$ cat config.mk
export PLATFORM = sky130hd
export DESIGN_NAME = flh_fault_latch
export DESIGN_NICKNAME = d
export VERILOG_FILES = /design/src/flh_pkg.sv /design/src/flh_fault_latch.sv
export SDC_FILE = /design/constraint.sdc
export NUM_CORES = 1
export LEC_CHECK = 0
export BUFFER_PORTS_ARGS = -buffer_cell sky130_fd_sc_hd__buf_2
export CORE_MARGIN = 2
export CORE_UTILIZATION = 40
export CTS_CLUSTER_DIAMETER = 30
export DETAILED_ROUTE_END_ITERATION = 10
export SETUP_SLACK_MARGIN = 0.05
export SLEW_MARGIN = 20
export SYNTH_ARGS = -nofsm -noshare
export SYNTH_HDL_FRONTEND = slang
export SYNTH_SLANG_ARGS = --single-unit
export TNS_END_PERCENT = 100
$ cat constraint.sdc
create_clock -name clk -period 19.05 [get_ports clk]
set_input_delay 0.9525 -clock clk [delete_from_list [all_inputs] [get_ports clk]]
set_output_delay 0.9525 -clock clk [all_outputs]
set_load 0.1 [all_outputs]
$ cat src/flh_pkg.sv
// How it works
// - Any fault inhibits the power output at once
// - Latched fault drives the red alarm indicator
// - Keypad shows E plus latched fault number
// - Inhibit holds until stop, reset input, power-off
// - Overcurrent code follows phase: 01,02,03,04
// - Braking duty too high: brake off, E06
// - Regenerative overvoltage reports E07
// - Unreliable nonvolatile memory reports E08
// - Low DC link voltage reports E09
// - Processor malfunction reports E11
// - External fault input latches E12
// - Power-up or dip with guard: E13
// - Ground fault on any output: E14
// - Mains too high: E15 after 100 s
// - Power section overtemperature reports E21
// - Processor to logic link failure: E23
// - Thermistor resistance too high reports E35
// - Serial communication timeout reports E60
// - History keeps three newest faults readable
// - New fault enters newest slot, others shift
// - Entry holds count, code, frequency, current, DC link voltage, hours
// - History setting written 00 or 02 clears
`default_nettype none
package flh_pkg;

    localparam int unsigned ADDR_W  = 8;
    localparam int unsigned DATA_W  = 32;
    localparam int unsigned DEPTH   = 3;

    // Register byte addresses
    localparam logic [7:0] OFS_STATUS    = 8'h00;
    localparam logic [7:0] OFS_CLEAR     = 8'h04;
    localparam logic [7:0] OFS_COUNT     = 8'h08;
    localparam logic [7:0] OFS_HIST_BASE = 8'h10;
    localparam logic [7:0] OFS_HIST_LAST = 8'h3c;

    // Status field positions
    localparam int unsigned ST_LATCH_BIT = 0;
    localparam int unsigned ST_BRAKE_BIT = 1;
    localparam int unsigned ST_CODE_LSB  = 8;

    // History clear setting values
    localparam logic [7:0] CLR_ALL   = 8'h00;
    localparam logic [7:0] CLR_ALT   = 8'h02;
    localparam logic [7:0] CLR_RESET = 8'h01;

    // Fault numbers, two decimal digits as shown after the letter E
    localparam logic [7:0] E_NONE = 8'h00;
    localparam logic [7:0] E_OC_RUN = 8'h01, E_OC_DEC = 8'h02, E_OC_ACC = 8'h03, E_OC_STOP = 8'h04;
    localparam logic [7:0] E_OVLD = 8'h05, E_BRAKE = 8'h06, E_REGEN = 8'h07, E_MEM = 8'h08;
    localparam logic [7:0] E_UNDER = 8'h09, E_CPU = 8'h11, E_EXT = 8'h12, E_RESTART = 8'h13;
    localparam logic [7:0] E_GROUND = 8'h14, E_MAINS = 8'h15, E_TEMP = 8'h21, E_LINK = 8'h23;
    localparam logic [7:0] E_THERM = 8'h35, E_COMM = 8'h60;

    // Mains overvoltage shutdown delay
    localparam longint unsigned MAINS_DELAY_S = 100;
    localparam longint unsigned CLK_HZ        = 40_000_000;

    typedef enum logic [1:0] {PH_RUN = 2'b00, PH_DECEL = 2'b01, PH_ACCEL = 2'b10, PH_STOP = 2'b11} flh_phase_e;
    typedef enum logic {FS_CLEAR = 1'b0, FS_LATCHED = 1'b1} flh_state_e;

    typedef struct packed {
        logic       overcurrent;
        flh_phase_e phase;
        logic       overload;
        logic       brake_duty_high;
        logic       regen_overvolt;
        logic       memory_fault;
        logic       undervolt;
        logic       cpu_fault;
        logic       external_fault_input;
        logic       unattended_start_guard;
        logic       ground_fault;
        logic       mains_high;
        logic       overtemp;
        logic       gate_link_fault;
        logic       thermistor_input;
        logic       comm_timeout;
    } flh_fault_s;

    typedef struct packed {
        logic [15:0] out_freq;
        logic [15:0] out_current;
        logic [15:0] dc_link;
        logic [15:0] run_hours;
        logic [15:0] on_hours;
    } flh_snap_s;

    typedef struct packed {
        logic [15:0] count;
        logic [7:0]  code;
        flh_snap_s   snap;
    } flh_hist_s;

endpackage
`default_nettype wire

$ cat src/flh_fault_latch.sv
// The implementer's own choices: the register offsets and the APB interface to the registers.
`timescale 1ns/1ps
`default_nettype none
module flh_fault_latch #(
    parameter logic [31:0] MAINS_DELAY_CYC = 32'(flh_pkg::MAINS_DELAY_S * flh_pkg::CLK_HZ)
) (
    input  wire logic                       clk,
    input  wire logic                       resetn,
    input  wire logic                       psel,
    input  wire logic                       penable,
    input  wire logic                       pwrite,
    input  wire logic [flh_pkg::ADDR_W-1:0] paddr,
    input  wire logic [flh_pkg::DATA_W-1:0] pwdata,
    output var  logic [flh_pkg::DATA_W-1:0] prdata,
    output var  logic                       pready,
    output var  logic                       pslverr,
    input  wire flh_pkg::flh_fault_s        faults,
    input  wire logic                       supply_dip,
    input  wire logic                       stop_key,
    input  wire logic                       reset_input,
    input  wire logic                       keypad_attached,
    input  wire flh_pkg::flh_snap_s         snap,
    output var  logic                       power_inhibit,
    output var  logic                       alarm_led,
    output var  logic                       brake_off,
    output var  logic                       show_code,
    output var  logic [7:0]                 error_code
);

    flh_pkg::flh_state_e state;
    flh_pkg::flh_state_e next_state;
    flh_pkg::flh_hist_s  hist [flh_pkg::DEPTH];
    logic [15:0]         fault_count;
    logic [7:0]          history_clear_setting;
    logic [31:0]         uptime;
    logic                powerup_seen;

    logic        restart_hit;
    logic        mains_hit;
    logic [7:0]  oc_code;
    logic [7:0]  new_code;
    logic        any_fault;
    logic        new_fault;
    logic        ack;
    logic        wr_en;
    logic        rd_setup;
    logic        clr_wr;
    logic        hist_hit;
    logic [1:0]  slot_idx;
    logic [1:0]  word_idx;
    flh_pkg::flh_hist_s sel_entry;
    logic [31:0] hist_word;
    logic        addr_hit;
    logic [31:0] rd_word;
    logic [31:0] status_word;

    // Restart guard is judged on the first cycle after release or on a dip
    assign restart_hit = faults.unattended_start_guard && (!powerup_seen || supply_dip);
    // Mains overvoltage only trips once the supply has been on long enough
    assign mains_hit   = faults.mains_high && (uptime >= MAINS_DELAY_CYC);

    // Overcurrent number depends on the operating phase
    assign oc_code = (faults.phase == flh_pkg::PH_DECEL) ? flh_pkg::E_OC_DEC  :
                     (faults.phase == flh_pkg::PH_ACCEL) ? flh_pkg::E_OC_ACC  :
                     (faults.phase == flh_pkg::PH_STOP)  ? flh_pkg::E_OC_STOP :
                                                           flh_pkg::E_OC_RUN;

    // Fixed priority picks one code when several faults arrive together
    assign new_code = faults.overcurrent          ? oc_code              :
                      faults.overload             ? flh_pkg::E_OVLD      :
                      faults.brake_duty_high      ? flh_pkg::E_BRAKE     :
                      faults.regen_overvolt       ? flh_pkg::E_REGEN     :
                      faults.memory_fault         ? flh_pkg::E_MEM       :
                      faults.undervolt            ? flh_pkg::E_UNDER     :
                      faults.cpu_fault            ? flh_pkg::E_CPU       :
                      faults.external_fault_input ? flh_pkg::E_EXT       :
                      restart_hit                 ? flh_pkg::E_RESTART   :
                      faults.ground_fault         ? flh_pkg::E_GROUND    :
                      mains_hit                   ? flh_pkg::E_MAINS     :
                      faults.overtemp             ? flh_pkg::E_TEMP      :
                      faults.gate_link_fault      ? flh_pkg::E_LINK      :
                      faults.thermistor_input     ? flh_pkg::E_THERM     :
                      faults.comm_timeout         ? flh_pkg::E_COMM      :
                                                    flh_pkg::E_NONE;

    assign any_fault = (new_code != flh_pkg::E_NONE);
    // Only the first fault of a latched episode is taken
    assign new_fault = any_fault && (state == flh_pkg::FS_CLEAR);
    assign ack       = stop_key || reset_input;

    // Latch state; a fault still present after acknowledge relatches next cycle
    always_comb
    begin
        next_state = state;
        unique case (state)
            flh_pkg::FS_CLEAR:   if (any_fault) next_state = flh_pkg::FS_LATCHED;
            flh_pkg::FS_LATCHED: if (ack) next_state = flh_pkg::FS_CLEAR;
        endcase
    end

    always_ff @(posedge clk)
    begin
        if (!resetn)
            state <= flh_pkg::FS_CLEAR;
        else
            state <= next_state;
    end

    // Inhibit, alarm and keypad code follow the latch state
    always_ff @(posedge clk)
    begin
        if (!resetn)
        begin
            power_inhibit <= 1'b0;
            alarm_led     <= 1'b0;
            show_code     <= 1'b0;
        end
        else
        begin
            power_inhibit <= (next_state == flh_pkg::FS_LATCHED);
            alarm_led     <= (next_state == flh_pkg::FS_LATCHED);
            show_code     <= (next_state == flh_pkg::FS_LATCHED) && keypad_attached;
        end
    end

    // Latched number; reads as none once acknowledged
    always_ff @(posedge clk)
    begin
        if (!resetn)
            error_code <= flh_pkg::E_NONE;
        else if (new_fault)
            error_code <= new_code;
        else if (state == flh_pkg::FS_LATCHED && ack)
            error_code <= flh_pkg::E_NONE;
    end

    // Brake switch stays off until acknowledge; a new trip wins over the clear
    always_ff @(posedge clk)
    begin
        if (!resetn)
            brake_off <= 1'b0;
        else if (faults.brake_duty_high)
            brake_off <= 1'b1;
        else if (ack)
            brake_off <= 1'b0;
    end

    // Power-up marker and saturating on-time counter
    always_ff @(posedge clk)
    begin
        if (!resetn)
        begin
            powerup_seen <= 1'b0;
            uptime       <= '0;
        end
        else
        begin
            powerup_seen <= 1'b1;
            if (uptime != MAINS_DELAY_CYC)
                uptime <= uptime + 32'h1;
        end
    end

    // Bus decode; slave answers one cycle after setup with no further wait
    assign wr_en    = psel && penable && pready && pwrite;
    assign rd_setup = psel && !penable;
    assign clr_wr   = wr_en && (paddr == flh_pkg::OFS_CLEAR) &&
                      (pwdata[7:0] == flh_pkg::CLR_ALL || pwdata[7:0] == flh_pkg::CLR_ALT);
    assign hist_hit = (paddr >= flh_pkg::OFS_HIST_BASE) && (paddr <= flh_pkg::OFS_HIST_LAST) &&
                      (paddr[1:0] == 2'b00);
    assign slot_idx = paddr[5:4] - 2'b01;
    assign word_idx = paddr[3:2];

    // Entry readout: four words per slot, newest first
    assign sel_entry = (slot_idx == 2'b10) ? hist[2] :
                       (slot_idx == 2'b01) ? hist[1] : hist[0];
    assign hist_word = (word_idx == 2'b00) ? {8'h00, sel_entry.code, sel_entry.count} :
                       (word_idx == 2'b01) ? {sel_entry.snap.out_current, sel_entry.snap.out_freq} :
                       (word_idx == 2'b10) ? {16'h0000, sel_entry.snap.dc_link} :
                                             {sel_entry.snap.on_hours, sel_entry.snap.run_hours};

    assign status_word = {16'h0000, error_code, 6'h00, brake_off, state == flh_pkg::FS_LATCHED};
    assign addr_hit = (paddr == flh_pkg::OFS_STATUS) || (paddr == flh_pkg::OFS_CLEAR) ||
                      (paddr == flh_pkg::OFS_COUNT) || hist_hit;
    assign rd_word  = (paddr == flh_pkg::OFS_STATUS) ? status_word :
                      (paddr == flh_pkg::OFS_CLEAR)  ? {24'h000000, history_clear_setting} :
                      (paddr == flh_pkg::OFS_COUNT)  ? {16'h0000, fault_count} :
                      hist_hit                       ? hist_word : 32'h00000000;

    // Answer is prepared in the setup cycle so every bus output is a flop
    always_ff @(posedge clk)
    begin
        if (!resetn)
        begin
            pready  <= 1'b0;
            pslverr <= 1'b0;
            prdata  <= '0;
        end
        else
        begin
            pready  <= rd_setup;
            pslverr <= rd_setup && (!addr_hit || (pwrite && paddr != flh_pkg::OFS_CLEAR));
            prdata  <= (rd_setup && !pwrite) ? rd_word : 32'h00000000;
        end
    end

    // Clear setting is stored whatever its value; only 00 and 02 clear
    always_ff @(posedge clk)
    begin
        if (!resetn)
            history_clear_setting <= flh_pkg::CLR_RESET;
        else if (wr_en && paddr == flh_pkg::OFS_CLEAR)
            history_clear_setting <= pwdata[7:0];
    end

    // History shift; a fault in the clearing cycle still lands in the newest slot
    always_ff @(posedge clk)
    begin
        if (!resetn)
        begin
            fault_count <= '0;
            for (int i = 0; i < flh_pkg::DEPTH; i++)
                hist[i] <= '0;
        end
        else if (new_fault)
        begin
            fault_count <= clr_wr ? 16'h0001 : fault_count + 16'h0001;
            hist[0]     <= '{count: (clr_wr ? 16'h0001 : fault_count + 16'h0001),
                             code: new_code, snap: snap};
            for (int i = 1; i < flh_pkg::DEPTH; i++)
                hist[i] <= clr_wr ? '0 : hist[i-1];
        end
        else if (clr_wr)
        begin
            fault_count <= '0;
            for (int i = 0; i < flh_pkg::DEPTH; i++)
                hist[i] <= '0;
        end
    end
endmodule // flh_fault_latch
`default_nettype wire

==> impl_metrics.ini, run 1 <==
[detailed_routing]
first_pass_iters = 8
vias = 13190
ant_nets = 0
drt_drc_violations_left = 0
dr.first_iter.drc_count = 959
via_per_inst = 5.237
met2WireLength_microns = 20520
top_signal_layer_used = met5
drt-met1-wl_microns = 21140
met3_wl_post_dr_microns = 2932
post_drt_wl_per_cell_microns = 18.02
finalWirelength_microns = 45400

[logic_synthesis]
synthesis.yosys.warnings = 0
yosys.area.top_type_share_pct = 48.77
ys.flop_type = edfxtp_1
synth_top_cell_by_area = edfxtp_1
synth.net_count = 1807
synth_edf_count = 309
yosysMostFrequentCell = and2_1
synthesis.area_sq_um = 19030
yosysUniqueCellTypes = 62
leading_post_synthesis_cells_by_instance_count = and2_1 (321), edfxtp_1 (309), nor2_1 (154), mux2i_1 (113), dfxtp_1 (101)
synthTopCellsByArea = edfxtp_1 (49%), dfxtp_1 (11%), and2_1 (11%), mux2i_1 (5.9%), nor2_1 (3.0%)
synthesis.area_per_instance_sq_um = 11.49
async_flop_share_pct = 0
ys_ff_latch = 410
synth_seq_area_share_pct = 59.39
cells_after_synthesis = 1656

[worst_setup_path]
worstSetupEndpointType = flop
cp.arrival_ns = 5.03
worst_path_required_time_ns = 19.28
crit_type = in2reg
worst_path_buffer_plus_inverter_count = 4
crit_top_cell = buf_4
cp_top_family = buffers and inverters
timing.critical_path.from_type = input port
cp_cell_sequence = buf_2 -> or4_4 -> a2111oi_4 -> nand2b_1 -> o22ai_2 -> a211oi_4 -> buf_4 -> a21o_1 -> nand2_8 -> buf_4 -> buf_6
cp_slowest_cell = buf_4
cp_max_stage_delay_ns = 0.75
critPathMaxFanout = 86

[timing]
period_share_pct = 25.24
tightestPinTransition_ns = 1.060
maximum_clock_frequency_ghz = 0.2080
finalSetupTns_ns = 0
timing.final.ws_setup_ns = 14.24
fin_skew_ns = 0.02019
period_minus_slack_ns = 4.808
timing.final.setup_violations = 0
finalHoldViolCount = 0
rsz0062_at_grt = no
slew_headroom_pct = 29.30
slew_viol_final = 0

[clock_tree]
clk_root_buffer_cell = clkbuf_16
h_tree_lvl_count = 3
clk_latency_ns = 0.62
cts.hold.buffers_added = 0
clock_path_buffers = 3
numClockSinks = 410
post_cts.repair.setup_buffers = 0
cts_tree = yes
post_cts_resized = 0
worst_setup_hold_path_clk_slew_ns = 0.04
tritoncts.num_buffers = 102

[status]
run_status = complete, no violations

[place]
routabilityCongestion = 0.8420
placed_area_sq_um = 20300
portBuffers = 166
place_ws_ns = 12.98
detailed_place_hpwl_microns = 27430

[power]
power_leakage_uw = 0.009613
power.ir.vdd_worst_v = 0.00007655
power.density_cell_area_nw_per_um2 = 128.2

[global_route]
grt_max_degree = 116
overflow = 0
grt_usage_pct = 18.18
number_of_antenna_violations_at_the_first_check_in_global_routing = 3
grt_pass1_vias = 12850
first_pass_grt_wire_length_microns = 71280

[flow_run]
max_cap_viol_count = 0

[hold_path]
worstHoldPathType = reg2reg

[floorplan]
floorplan.io_pins = 192
floorplan.core_area_sq_um = 46750
horiz_die_dim_microns = 222.1
floorplan.die_area_sq_um = 49330
initial_utilization_pct = 40.70
die_extent_in_y_microns = 222.1
num_rows = 79

[finish]
area.growth.synth_to_final_pct = 25.26
final_cell_area_sq_um = 23830
drive_above_1_share_pct = 19.68
finalNetCount = 1978
metrics by stage:
step	hold WS [ns]	total power, uW	util, %	instances
floorplan	0.4420	1272	-	1656
CTS	0.4792	3082	50.93	2518
finish	0.4764	3055	50.98	2519
global placement	0.4604	1325	43.43	2330
global route	0.5058	3160	50.97	2518
detailed placement	0.4684	1331	43.43	2330
area by class of cell:
cell class	instances	area, sq um
Fill cell	4075	22920
Timing Repair Buffer	185	993.5
Inverter	8	30.03
Sequential cell	410	11300
Clock buffer	121	2716
Clock inverter	67	790.8
Multi-Input combinational cell	1120	7239
Tap cell	607	759.5
Antenna cell	1	2.502
cell usage in the layout, fill, tap and decap left out, drive strengths merged, types with 4 or more instances in the layout:
cell type / count
clkinv: 38
xnor2: 26
o31ai: 5
a21boi: 5
or3: 5
nand2: 76
or4: 4
clkbuf: 121
mux2i: 113
a31oi: 4
and3: 8
o211ai: 24
nand3: 31
xor2: 17
mux4: 8
or2: 8
a222oi: 6
clkinvlp: 10
nor2: 154
nor2b: 13
nor3: 8
edfxtp: 309
a211oi: 43
nand4: 30
a22oi: 7
nand2b: 8
ha: 5
o21ai: 28
a21o: 10
nor4: 20
a21oi: 100
and2: 321
bufinv: 15
inv: 12
dfxtp: 101
and4: 4
buf: 185
metal layers:
metal / up-vias / global-route usage (%)
met5: - / 0
met4: 6 / 5.209
met3: 69 / 4.797
met2: 365 / 27.37
met1: 6409 / 25.77
li1: 6343 / -
sequential cells by signal (all words and copies together), names as in the netlist, 7 cells and up:
| signal | count |
|---|---|
| history_clear_setting | 8 |
| hist | 309 |
| fault_count | 16 |
| uptime | 32 |
| prdata | 32 |
| error_code | 7 |
worst register-to-register path: cells and delay by family (launching register included):
kind,cells,cell delay [ns]
simple gates,3,1.12
compound gates,4,1.26
buf+inv,2,1.50
flops,1,0.39
path summary, 6_finish.rpt:
check                                         startpoint                        to  slack [ns]  cells past startpoint
worst min register to register  history_clear_setting[0]  history_clear_setting[0]        0.48                      2
worst max register to register                uptime[16]              hist[0][205]       14.36                      9
worst max-delay path                          faults[12]              hist[0][205]       14.24                     11
worst min-delay path            history_clear_setting[0]  history_clear_setting[0]        0.48                      2
cell families (layout without fill, tap and decap cells):
kind of cell	after synthesis	count (layout)	synth area share, %
simple gates	698	698	19.86
xor+xnor	43	43	1.979
other cells	1	2	0.01971
compound gates	252	252	8.766
mux	121	121	6.892
flops	410	410	59.39
buf+inv	126	381	2.762
fa+ha+maj	5	5	0.3288
power breakdown:
group | leakage, uW | total, uW | internal (uW) | switching, uW
combinational | 0.00363 | 215 | 76.6 | 139
clock | 0.00169 | 1740 | 1210 | 529
sequential | 0.00429 | 1100 | 1060 | 37.2
Power figures use the tool's default switching activity.
==> run 2, diff against run 1 <==
==> constraint.sdc (replaced) <==
create_clock -name clk -period 4.7 [get_ports clk]
set_input_delay 0.235 -clock clk [delete_from_list [all_inputs] [get_ports clk]]
set_output_delay 0.235 -clock clk [all_outputs]
set_load 0.1 [all_outputs]
==> run 2 against run 1 <==
  * Core utilization up 1.8 points
  * Non-clock buffer count up 95
  * First-iteration DRC count up 6.9%
  * Worst setup slack worse by 13 ns
  * Register-to-register slack worse by 14 ns
  * Hold slack worse by 0.44 ns
  * Clock power rose to 3.9 times the previous value
  * Clock skew down 0.0067 ns
  * Final cell count up 3.7%
  * Critical endpoint unchanged
  * Routed wire length up 2.8%
  * Via count up 2.3%
  * Design area up 3.6%
==> impl_metrics.ini, run 2 (same netlist as run 1, synthesis figures left out) <==
[finish]
most_common_cell_after_layout_fill_and_taps_aside = and2_1
insertedDiodeCount = 0
finalNetCount = 2070
top_register = hist
area.growth.synth_to_final_pct = 29.80
layout_common_cells = and2_1 (321), edfxtp_1 (309), buf_2 (164), nor2_1 (154), mux2i_1 (113)
reg.largest.list = hist (309), prdata (32), uptime (32)
drive_above_1_share_pct = 18.71
fillcell_total = 3994
largest_register_ffs = 309

[floorplan]
floorplan.die_area_sq_um = 49330
initial_utilization_pct = 40.70
horiz_die_dim_microns = 222.1
floorplan.core_area_sq_um = 46750
num_rows = 79
floorplan.io_pins = 192
die_extent_in_y_microns = 222.1

[hold_path]
hold_path_end = hist[0][75]
hold_depth = 2
worstHoldPathType = in2reg
worstHoldStart = snap[75]

[timing]
slew_headroom_pct = 31.71
period_share_pct = 81.72
tightestPinTransition_ns = 1.024
timing.final.setup_violations = 0
fin_skew_ns = 0.01345
finalHoldViolCount = 0
worst_hold_slack_ns = 0.04052
maximum_clock_frequency_ghz = 0.2604
period_minus_slack_ns = 3.841
rsz0062_at_grt = no
finalSetupTns_ns = 0
slew_viol_final = 0

[clock_tree]
h_tree_lvl_count = 3
clock_path_buffers = 3
cts_tree = yes
worst_setup_hold_path_clk_slew_ns = 0.04
clk_root_buffer_cell = clkbuf_16
tritoncts.num_buffers = 99
clk_latency_ns = 0.61
post_cts_resized = 0
numClockSinks = 410

[worst_setup_path]
worstSetupEndpointType = flop
cp_cell_sequence = nor4b_1 -> o311ai_0 -> o21ai_1 -> nand2_1 -> a31o_2 -> a21o_1 -> nand2_8 -> buf_12
worstReg2RegEnd = hist[0][205]
worst_path_required_time_ns = 4.93
reg2reg_from = uptime[28]
cp.arrival_ns = 4.07
cp_max_stage_delay_ns = 0.59
crit_type = reg2reg
critPathMaxFanout = 134
timing.critical_path.from_type = flop
r2r_slack_ns = 0.86
cp_slowest_cell = buf_12
worst_r2r_path_depth = 8

[detailed_routing]
ant_nets = 0
finalWirelength_microns = 46700
first_pass_iters = 5
dr.first_iter.drc_count = 1025
drt_drc_violations_left = 0
via_per_inst = 5.167
post_drt_wl_per_cell_microns = 17.88
vias = 13490

[power]
power_leakage_uw = 0.009981
power.density_cell_area_nw_per_um2 = 495.3
power.ir.vdd_worst_v = 0.0002887
total_power_uw = 12230

[global_route]
number_of_antenna_violations_at_the_first_check_in_global_routing = 0
grt_pass1_vias = 13490
first_pass_grt_wire_length_microns = 74500
overflow = 0
grt_max_degree = 209
grt_usage_pct = 18.82

[place]
routabilityCongestion = 0.8615
portBuffers = 166
detailed_place_hpwl_microns = 27180

[status]
run_status = complete, no violations

[flow_run]
max_cap_viol_count = 0
-- run 2: cell types whose count changed in the layout (fill, tap and decap cells not counted), sizes merged --
| cell | change |
|---|---|
| clkbuf | -2 |
| clkinv | -1 |
| clkinvlp | -1 |
| diode | -1 |
| dlygate4sd3 | +95 |
| inv | +2 |
-- run 2: routing by layer --
layer / routed length [microns] / global-route usage (%)
met5: 0 / 0
met4: 816 / 5.798
met3: 2375 / 3.512
met2: 21210 / 29.27
met1: 22300 / 26.66
-- run 2: worst max path at each step --
stage | startpoint | end | depth (start not counted)
final | uptime[28] | hist[0][205] | 8
after global routing | uptime[19] | hist[0][156] | 8
after CTS | uptime[28] | hist[0][156] | 8
after detailed placement | uptime[28] | hist[0][260] | 8
after global placement | uptime[28] | hist[0][45] | 8
after floorplan | pready | hist[0][0] | 7
-- run 2: final cells by class --
cell class	instances	area (sq um)	area share, %
flip-flops and latches	410	11300	45.76
well taps	607	759.5	3.075
multi-input cells	1120	7236	29.30
repair buffers	280	1987	8.045
clock buffers	119	2624	10.62
clock inverters	67	760.7	3.080
inverters	8	30.03	0.1216
-- run 2: report_power, final --
part	internal, uW	switching, uW	total [uW]
sequential	4310	144	4450
clock	4760	2070	6830
combinational	368	583	951
-- run 2: through the flow --
stage / util (%) / cell area [sq um] / worst slack, ns / instances
after floorplan: - / 19040 / 0.8891 / 1656
after global placement: 43.55 / 20360 / 0.9937 / 2330
after detailed placement: 43.55 / 20360 / 0.9257 / 2330
after CTS: 52.82 / 24700 / 0.8858 / 2611
after global routing: 52.82 / 24700 / 0.5167 / 2611
final: 52.82 / 24700 / 0.8593 / 2611
-- run 2: repair_timing --
| item | in CTS | in global routing |
|---|---|---|
| hold buffers | 95 | 0 |
| endpoints found under the hold margin | 91 | 0 |
| setup buffers | 0 | 0 |
-- run 2: critical path, delay by kind of cell (launching register included) --
kind,cells,cell delay [ns]
simple gates,3,1.11
flops,1,0.35
compound gates,4,1.29
buf+inv,1,0.59
